File: src/cidt_consts.vh
// Purpose: constants for the instruction decode and cycle-timing block
// Assumes: 24-bit program words, opcode in the top byte
// Notes:   opcode values and operand bit layouts are local to this core
`ifndef CIDT_CONSTS_VH
`define CIDT_CONSTS_VH

// ----------------------------------------------------------------------
// word fields (msb:lsb)
// ----------------------------------------------------------------------
`define CIDT_F_OPC     23:16
`define CIDT_F_BASE    15:12
`define CIDT_F_WSM     11:10
`define CIDT_F_WS      9:6
`define CIDT_F_WDM     5:4
`define CIDT_F_WD      3:0
`define CIDT_F_FADDR   12:0
`define CIDT_B_FDEST   13
`define CIDT_B_BWFORM  15
`define CIDT_B_BIND    14
`define CIDT_F_BITLIT  13:10
`define CIDT_F_BFADDR  9:0
`define CIDT_F_BBASE   7:4
`define CIDT_F_LIT5    11:7
`define CIDT_B_DSEP    6
`define CIDT_F_LIT12   15:4
`define CIDT_F_LOW16   15:0
`define CIDT_F_TBLMODE 1:0
`define CIDT_F_HI7     6:0

// ----------------------------------------------------------------------
// opcodes and category ranges
// ----------------------------------------------------------------------
`define CIDT_OP_NOP    8'h00
`define CIDT_OP_UBRA   8'h01
`define CIDT_OP_CALLL  8'h02
`define CIDT_OP_JMPL   8'h04
`define CIDT_OP_CBRA   8'h05
`define CIDT_OP_INDIR  8'h06
`define CIDT_OP_RET    8'h09
`define CIDT_OP_RETI   8'h0a
`define CIDT_OP_TBLRD  8'h0b
`define CIDT_OP_TBLWR  8'h0c
`define CIDT_OP_SKIP   8'h0d
`define CIDT_OP_MOVL   8'hcf
`define CIDT_OP_WB_LO  8'h10
`define CIDT_OP_FR_LO  8'h60
`define CIDT_OP_BIT_LO 8'h80
`define CIDT_OP_LA_LO  8'ha0
`define CIDT_OP_LM_LO  8'hc0
`define CIDT_OP_DM_LO  8'hd0
`define CIDT_OP_DM_HI  8'hdf

// ----------------------------------------------------------------------
// one-hot categories, reset values
// ----------------------------------------------------------------------
`define CIDT_CLS_WB    4'h1
`define CIDT_CLS_BIT   4'h2
`define CIDT_CLS_LIT   4'h4
`define CIDT_CLS_CTL   4'h8
`define CIDT_HI8_ZERO  8'h00
`define CIDT_RST_CLS   4'h0

`endif

File: src/cidt_decoder.v
// Purpose: instruction decode and cycle timing for a 16-bit core
// Assumes: fetch path and condition inputs share core_clk
// Notes:   extra cycles read a second word, discard fetched words or hold the fetch
`timescale 1ns/10ps
`include "cidt_consts.vh"

// How it works
// - 24-bit words, 8-bit opcode, operands below
// - only three opcodes span two words
// - second word top byte zero, 48 bits total
// - lone second word runs as no-op
// - plain single-word instruction takes one cycle
// - taken condition or pc change: two cycles, three for returns
// - jumps, calls, tables, returns take two/three
// - taken skip: two or three cycles
// - double-word moves take two cycles
// - two-word instructions take two cycles
// - register form: base, source, destination operands
// - file form: address plus destination select
// - bit form: location plus literal/indirect selector
// - literal arith: base, literal, optional destination
// - literal move: literal into register/location
// - control: program address or table mode
// - four one-hot instruction categories
// - file address spans zero to 1fff
module cidt_decoder (
  input  wire        core_clk,
  input  wire        reset,
  input  wire [23:0] fetch_word,
  input  wire        fetch_valid,
  output wire        fetch_ready,
  input  wire        cond_true,
  input  wire        skip_true,
  output wire        dec_valid,
  output wire        dec_nop,
  output wire        pc_change,
  output wire        second_word_err,
  output wire        inst_done,
  output wire [1:0]  inst_cycles,
  output wire [3:0]  dec_class,
  output wire [7:0]  dec_opcode,
  output wire        dec_two_word,
  output wire [3:0]  base_source_register,
  output wire [3:0]  second_source_register,
  output wire [1:0]  second_source_mode,
  output wire [3:0]  result_destination_register,
  output wire [1:0]  result_destination_mode,
  output wire [12:0] reg_location_operand,
  output wire        dest_working_register_zero,
  output wire [3:0]  bit_select,
  output wire        bit_indirect,
  output wire        bit_working_register_zero_form,
  output wire        literal_separate_dest,
  output wire [15:0] literal_value,
  output wire [22:0] target_address,
  output wire [1:0]  table_mode
);

  // --------------------------------------------------------------------
  // states
  // --------------------------------------------------------------------
  localparam [6:0] S_EXEC   = 7'h01;
  localparam [6:0] S_WORD2  = 7'h02;
  localparam [6:0] S_FLUSH1 = 7'h04;
  localparam [6:0] S_FLUSH2 = 7'h08;
  localparam [6:0] S_HOLD   = 7'h10;
  localparam [6:0] S_SKIP   = 7'h20;
  localparam [6:0] S_SKIP2  = 7'h40;

  reg  [6:0]  state_reg;
  reg  [1:0]  cnt_reg;
  reg         dec_valid_reg;
  reg         dec_nop_reg;
  reg         pc_change_reg;
  reg         err_reg;
  reg         done_reg;
  reg  [1:0]  cycles_reg;
  reg  [3:0]  class_reg;
  reg  [7:0]  opcode_reg;
  reg         two_reg;
  reg  [3:0]  base_reg;
  reg  [3:0]  ws_reg;
  reg  [1:0]  wsm_reg;
  reg  [3:0]  wd_reg;
  reg  [1:0]  wdm_reg;
  reg  [12:0] faddr_reg;
  reg         fwreg_reg;
  reg  [3:0]  bitsel_reg;
  reg         bind_reg;
  reg         bwform_reg;
  reg         dsep_reg;
  reg  [15:0] lit_reg;
  reg  [22:0] target_reg;
  reg  [1:0]  tmode_reg;

  // --------------------------------------------------------------------
  // combinational decode of the presented word
  // --------------------------------------------------------------------
  wire [7:0] op      = fetch_word[`CIDT_F_OPC];
  wire       is_ctl  = op < `CIDT_OP_WB_LO;
  wire       is_fr   = (op >= `CIDT_OP_FR_LO) && (op < `CIDT_OP_BIT_LO);
  wire       is_bit  = (op >= `CIDT_OP_BIT_LO) && (op < `CIDT_OP_LA_LO);
  wire       is_la   = (op >= `CIDT_OP_LA_LO) && (op < `CIDT_OP_LM_LO);
  wire       is_lm   = (op >= `CIDT_OP_LM_LO) && (op < `CIDT_OP_DM_LO);
  wire       is_dm   = (op >= `CIDT_OP_DM_LO) && (op <= `CIDT_OP_DM_HI);
  wire       is_two  = (op == `CIDT_OP_CALLL) || (op == `CIDT_OP_JMPL) ||
                       (op == `CIDT_OP_MOVL);
  wire       is_fl1  = (op == `CIDT_OP_UBRA) || (op == `CIDT_OP_INDIR) ||
                       ((op == `CIDT_OP_CBRA) && cond_true);
  wire       is_ret  = (op == `CIDT_OP_RET) || (op == `CIDT_OP_RETI);
  wire       is_hold = (op == `CIDT_OP_TBLRD) || (op == `CIDT_OP_TBLWR) || is_dm;
  wire       dsep    = fetch_word[`CIDT_B_DSEP];

  reg  [3:0]  cls_next;
  reg  [3:0]  wd_next;
  reg  [12:0] faddr_next;
  reg  [15:0] lit_next;

  always @* begin
    cls_next = `CIDT_CLS_WB;
    if (is_ctl)
      cls_next = `CIDT_CLS_CTL;
    else if (is_bit)
      cls_next = `CIDT_CLS_BIT;
    else if (is_la || is_lm)
      cls_next = `CIDT_CLS_LIT;
    wd_next = fetch_word[`CIDT_F_WD];
    if (is_la && !dsep)
      wd_next = fetch_word[`CIDT_F_BASE];
    // bit form only reaches the low part of data space
    faddr_next = {3'h0, fetch_word[`CIDT_F_BFADDR]};
    if (is_fr)
      faddr_next = fetch_word[`CIDT_F_FADDR];
    lit_next = {11'h000, fetch_word[`CIDT_F_LIT5]};
    if (is_lm)
      lit_next = {4'h0, fetch_word[`CIDT_F_LIT12]};
  end

  // --------------------------------------------------------------------
  // sequencing and field capture
  // --------------------------------------------------------------------
  // hold stalls fetch; flush cycles still take the word and drop it
  assign fetch_ready = (state_reg != S_HOLD);

  always @(posedge core_clk) begin
    if (reset) begin
      state_reg     <= S_EXEC;
      cnt_reg       <= 2'h0;
      dec_valid_reg <= 1'b0;
      dec_nop_reg   <= 1'b0;
      pc_change_reg <= 1'b0;
      err_reg       <= 1'b0;
      done_reg      <= 1'b0;
      cycles_reg    <= 2'h0;
      class_reg     <= `CIDT_RST_CLS;
      opcode_reg    <= `CIDT_OP_NOP;
      two_reg       <= 1'b0;
      base_reg      <= 4'h0;
      ws_reg        <= 4'h0;
      wsm_reg       <= 2'h0;
      wd_reg        <= 4'h0;
      wdm_reg       <= 2'h0;
      faddr_reg     <= 13'h0000;
      fwreg_reg     <= 1'b0;
      bitsel_reg    <= 4'h0;
      bind_reg      <= 1'b0;
      bwform_reg    <= 1'b0;
      dsep_reg      <= 1'b0;
      lit_reg       <= 16'h0000;
      target_reg    <= 23'h000000;
      tmode_reg     <= 2'h0;
    end else begin
      dec_valid_reg <= 1'b0;
      dec_nop_reg   <= 1'b0;
      pc_change_reg <= 1'b0;
      err_reg       <= 1'b0;
      done_reg      <= 1'b0;
      case (state_reg)
        S_EXEC: begin
          if (fetch_valid) begin
            cnt_reg    <= 2'h1;
            class_reg  <= cls_next;
            opcode_reg <= op;
            two_reg    <= is_two;
            base_reg   <= fetch_word[`CIDT_F_BASE];
            ws_reg     <= fetch_word[`CIDT_F_WS];
            wsm_reg    <= fetch_word[`CIDT_F_WSM];
            wd_reg     <= wd_next;
            wdm_reg    <= fetch_word[`CIDT_F_WDM];
            faddr_reg  <= faddr_next;
            fwreg_reg  <= ~fetch_word[`CIDT_B_FDEST];
            bitsel_reg <= fetch_word[`CIDT_F_BITLIT];
            bind_reg   <= fetch_word[`CIDT_B_BIND];
            bwform_reg <= fetch_word[`CIDT_B_BWFORM];
            dsep_reg   <= dsep;
            lit_reg    <= lit_next;
            target_reg <= {7'h00, fetch_word[`CIDT_F_LOW16]};
            tmode_reg  <= fetch_word[`CIDT_F_TBLMODE];
            if (op == `CIDT_OP_NOP) begin
              dec_nop_reg <= 1'b1;
              done_reg    <= 1'b1;
              cycles_reg  <= 2'h1;
            end else if (is_two) begin
              state_reg <= S_WORD2;
            end else begin
              dec_valid_reg <= 1'b1;
              if (is_fl1) begin
                pc_change_reg <= 1'b1;
                state_reg     <= S_FLUSH1;
              end else if (is_ret) begin
                pc_change_reg <= 1'b1;
                state_reg     <= S_FLUSH2;
              end else if (is_hold) begin
                state_reg <= S_HOLD;
              end else if ((op == `CIDT_OP_SKIP) && skip_true) begin
                state_reg <= S_SKIP;
              end else begin
                done_reg   <= 1'b1;
                cycles_reg <= 2'h1;
              end
            end
          end
        end
        S_WORD2: begin
          if (fetch_valid) begin
            target_reg[22:16] <= fetch_word[`CIDT_F_HI7];
            if (opcode_reg == `CIDT_OP_MOVL)
              lit_reg <= fetch_word[`CIDT_F_LOW16];
            err_reg       <= (fetch_word[`CIDT_F_OPC] != `CIDT_HI8_ZERO);
            dec_valid_reg <= 1'b1;
            pc_change_reg <= (opcode_reg != `CIDT_OP_MOVL);
            done_reg      <= 1'b1;
            cycles_reg    <= 2'h2;
            state_reg     <= S_EXEC;
          end
        end
        S_FLUSH2: begin
          dec_nop_reg <= 1'b1;
          cnt_reg     <= cnt_reg + 2'h1;
          state_reg   <= S_FLUSH1;
        end
        S_FLUSH1: begin
          // word fetched before the redirect is dropped here
          dec_nop_reg <= 1'b1;
          done_reg    <= 1'b1;
          cycles_reg  <= cnt_reg + 2'h1;
          state_reg   <= S_EXEC;
        end
        S_HOLD: begin
          done_reg   <= 1'b1;
          cycles_reg <= 2'h2;
          state_reg  <= S_EXEC;
        end
        S_SKIP: begin
          if (fetch_valid) begin
            dec_nop_reg <= 1'b1;
            if (is_two) begin
              cnt_reg   <= 2'h2;
              state_reg <= S_SKIP2;
            end else begin
              done_reg   <= 1'b1;
              cycles_reg <= 2'h2;
              state_reg  <= S_EXEC;
            end
          end
        end
        S_SKIP2: begin
          if (fetch_valid) begin
            dec_nop_reg <= 1'b1;
            done_reg    <= 1'b1;
            cycles_reg  <= 2'h3;
            state_reg   <= S_EXEC;
          end
        end
        default: begin
          state_reg <= S_EXEC;
        end
      endcase
    end
  end

  // --------------------------------------------------------------------
  // outputs
  // --------------------------------------------------------------------
  assign dec_valid                   = dec_valid_reg;
  assign dec_nop                     = dec_nop_reg;
  assign pc_change                   = pc_change_reg;
  assign second_word_err             = err_reg;
  assign inst_done                   = done_reg;
  assign inst_cycles                 = cycles_reg;
  assign dec_class                   = class_reg;
  assign dec_opcode                  = opcode_reg;
  assign dec_two_word                = two_reg;
  assign base_source_register        = base_reg;
  assign second_source_register      = ws_reg;
  assign second_source_mode          = wsm_reg;
  assign result_destination_register = wd_reg;
  assign result_destination_mode     = wdm_reg;
  assign reg_location_operand        = faddr_reg;
  assign dest_working_register_zero  = fwreg_reg;
  assign bit_select                  = bitsel_reg;
  assign bit_indirect                = bind_reg;
  assign bit_working_register_zero_form               = bwform_reg;
  assign literal_separate_dest       = dsep_reg;
  assign literal_value               = lit_reg;
  assign target_address              = target_reg;
  assign table_mode                  = tmode_reg;

endmodule // cidt_decoder
File: config.mk
export PLATFORM = sky130hd
export DESIGN_NAME = cidt_decoder
export DESIGN_NICKNAME = d
export VERILOG_FILES = /design/src/cidt_decoder.v
export VERILOG_INCLUDE_DIRS = /design/src /design/src/src
export SDC_FILE = /design/constraint.sdc
export NUM_CORES = 1
export LEC_CHECK = 0
export BUFFER_PORTS_ARGS = -buffer_cell sky130_fd_sc_hd__buf_2
export CAP_MARGIN = 20
export CORE_ASPECT_RATIO = 0.6
export CORE_UTILIZATION = 45
export CTS_CLUSTER_DIAMETER = 30
export DETAILED_ROUTE_END_ITERATION = 12
export GPL_ROUTABILITY_DRIVEN = 0
export PLACE_DENSITY = 0.84
export SYNTH_ARGS = -nofsm -noshare
export SYNTH_HDL_FRONTEND = slang
export SYNTH_SLANG_ARGS = --single-unit
export TNS_END_PERCENT = 20
File: constraint.sdc
create_clock -name core_clk -period 3.9 [get_ports core_clk]
set_input_delay 0.975 -clock core_clk [delete_from_list [all_inputs] [get_ports core_clk]]
set_output_delay 0.975 -clock core_clk [all_outputs]
set_load 0.005 [all_outputs]
==> run_results.csv <==
group,metric,value,unit
worst_setup_path,reg2reg_slack,1.25,ns
global_routing,grt_usage,25.5,%
sta,setup_viol,0,
cells_and_area,fin_nets,579,
detailed_routing,vias_per_cell,5.74,
sta,max_freq,0.344,GHz
synthesis,synth.top_cell.area_share,40.2,%
power_and_ir_drop,p_int,0.00165,W
power_and_ir_drop,p_clk_share,30.1,%
synthesis,yosys_warnings,0,
run,maxCapViolations,0,
power_and_ir_drop,p_sw_share,34.7,%
placed_design,place_ws,0.741,ns
detailed_routing,drtPass1Iterations,5,
synthesis,syn_inst,478,
sta,worst_slack,0.995,ns
power_and_ir_drop,seqPwrFrac,39.4,%
worst_setup_path,crit_top_cell,"or4_1",
worst_setup_path,reg2reg_depth,6,
detailed_routing,drtIter0Drc,417,
synthesis,synth_edf_count,0,
sta,hold_viol,0,
hold_path,min_delay_path_depth,2,
floorplanning,fp.dieH,73.1,um
clock_network,clk_latency,0.34,ns
clock_network,clock-sinks,76,
worst_setup_path,reg2reg_to,"dest_working_register_zero$_SDFFE_PP0P_",
cells_and_area,final_core_util,55.6,%
worst_setup_path,cp.arrival,1.93,ns
power_and_ir_drop,power.leakage,1.96,nW
sta,fin_setup_tns,0,ns
worst_setup_path,end_kind,"primary output",
worst_setup_path,rr_startpoint,"state_reg[6]$_SDFFE_PP0P_",
global_routing,grt_max_degree,55,
floorplanning,row_count,25,
power_and_ir_drop,p_per_area,569,nW/um^2
detailed_routing,drc,0,
cells_and_area,n_fill_cell,773,
clock_network,post-cts-setup-buffers,0,
clock_network,ctsHoldBuffers,0,
synthesis,yosysTopAreaCell,"dfxtp_1",
synthesis,synthesis.area_per_instance,7.92,sq um
sta,min_period,2.90,ns
detailed_routing,num_vias,3797,
hold_path,hp-class,"reg -> reg",
cells_and_area,seqCellArea,1520,sq um
cells_and_area,diodes,0,
clock_network,htree_levels,3,
floorplanning,die_x,120,um
worst_setup_path,crit_required,2.92,ns
clock_network,clockBufferDepth,2,
sta,rsz0062_at_grt,"no",
synthesis,yosys.cell_types.count,56,
cells_and_area,drive_gt1_share,28.2,%
synthesis,synth_top_flop_cell,"dfxtp_1",
sta,maxSlewViolCount,0,
placed_design,io_buffers,127,
worst_setup_path,startpoint_type,"register",
clock_network,cts_made_buffers,9,
sta,clock_skew,0.00683,ns
clock_network,cts_tree,"done",
power_and_ir_drop,share_comb_of_total_power,30.5,%
hold_path,hp-start,"dec_class[1]$_SDFFE_PP0P_",
cells_and_area,multi_input_area,1830,sq um
placed_design,dpl.hpwl,8110,um
hold_path,holdPathEnd,"dec_class[1]$_SDFFE_PP0P_",
synthesis,yosysSeqAreaShare,40.2,%
synthesis,syn-num-nets,507,
global_routing,antenna_found_initial,0,
clock_network,ctsResizeCount,0,
synthesis,synth.area.top_cells,"dfxtp_1, nand2_1, a21oi_1",
power_and_ir_drop,ir_drop,0.272,mV
floorplanning,ios,128,
worst_setup_path,crit_path_top_delay_cell,"or4_1",
floorplanning,die-area,8800,sq um
global_routing,gr-total-overflow,0,
floorplanning,core-area,8010,sq um
floorplanning,start_util,47.3,%
synthesis,synthArstFlopShare,0,%
synthesis,synth_common_cells,"nand2_1, dfxtp_1, a21oi_1",
clock_network,clk_pin_slew,0.06,ns
cells_and_area,largest_reg_flops,16,
detailed_routing,antenna_left,0,
sta,slew-limit-headroom,35.4,%
worst_setup_path,startpoint,"state_reg[5]$_SDFFE_PP0P_",
global_routing,grt_pass1_wl,17000,um
synthesis,ys_ff_latch,76,
synthesis,yosysMostFrequentCell,"nand2_1",
cells_and_area,area.growth.synth_to_final,17.5,%
synthesis,synth.cell_area,3790,sq um
detailed_routing,totalWireLength,11000,um
global_routing,grt_pass1_vias,3332,
worst_setup_path,crit_type,"reg -> out",
worst_setup_path,cp_cell_sequence,"or4_1, or4_1, buf_2",
worst_setup_path,max_stage_delay,0.63,ns
clock_network,cts_root_buf,"clkbuf_16",
detailed_routing,wl_per_cell,16.6,um
power_and_ir_drop,power_switching,0.000880,W
sta,min_period_over_period,74.5,%
worst_setup_path,cp_max_fo,10,
outcome,status,"complete, no violations",
sta,tightest_slew,0.970,ns
==> layer usage <==
layer	wire, um	share of wire (%)	GRT usage, %
met1	4950	45	34.8
met2	4640	42	38.4
met3	1240	11	8.98
met4	162	1.5	6.58
met5	0	0	0
==> cell families (layout without fill, tap and decap cells) <==
kind of cell	Yosys count	after routing	share of synthesized area (%)
AO/OA/AOI/OAI	108	108	18.6
XOR/XNOR	5	5	1.16
adder cells (fa/ha/maj)	1	1	0.264
buffers and inverters	78	154	11.7
flip-flops	76	76	40.2
multiplexers	11	11	2.94
AND/OR/NAND/NOR	199	199	25.2
==> layout make-up <==
type	instances	area share (%)
Inverter	8	0.675
Clock inverter	4	0.590
Timing Repair Buffer	131	15.0
Multi-Input combinational cell	324	41.1
Sequential cell	76	34.2
Tap cell	108	3.04
Clock buffer	11	5.45
==> metrics by stage <==
stage	cell area, sq um	instances	power [W]	hold slack, ns
floorplan	3790	478	0.00158	0.448
global placement	4180	647	0.00175	0.438
detailed placement	4180	647	0.00177	0.444
CTS	4450	662	0.00254	0.457
global route	4450	662	0.00268	0.474
finish	4450	662	0.00253	0.454
==> critical path: cells and delay by family, from the launching register on <==
family                 cells  cell delay [ns]
buffers and inverters      1             0.14
and+or+nand+nor            2             1.04
DFF                        1             0.41
==> power by group through the flow <==
| stage | Clock (W) | Combinational [W] | Sequential [W] |
|---|---|---|---|
| 2_1_floorplan | 0 | 0.000581 | 0.000994 |
| 3_3_place_gp | 0 | 0.000744 | 0.00100 |
| 3_5_place_dp | 0 | 0.000762 | 0.00101 |
| 4_1_cts | 0.000774 | 0.000766 | 0.000996 |
| 5_1_grt | 0.000804 | 0.000861 | 0.00101 |
| 6_report | 0.000761 | 0.000773 | 0.000999 |
==> worst max-delay path by stage <==
stage,end,cells past startpoint
final,fetch_ready,3
after global routing,state_reg[5]$_SDFFE_PP0P_,7
after CTS,fetch_ready,3
after detailed placement,state_reg[5]$_SDFFE_PP0P_,7
after global placement,state_reg[5]$_SDFFE_PP0P_,7
after floorplan,state_reg[5]$_SDFFE_PP0P_,8
==> cells in the final DEF, fill, tap and decap left out, drive strengths merged, types with 6 or more instances in the layout <==
cell type,instances
nand2,84
a211oi,14
mux2i,10
clkbuf,11
buf,131
a32oi,7
dfxtp,76
nor4,6
inv,8
a21oi,48
a311oi,9
nor3,11
nand3,11
nor2,46
Note: power is estimated with default switching activity, not from simulation.
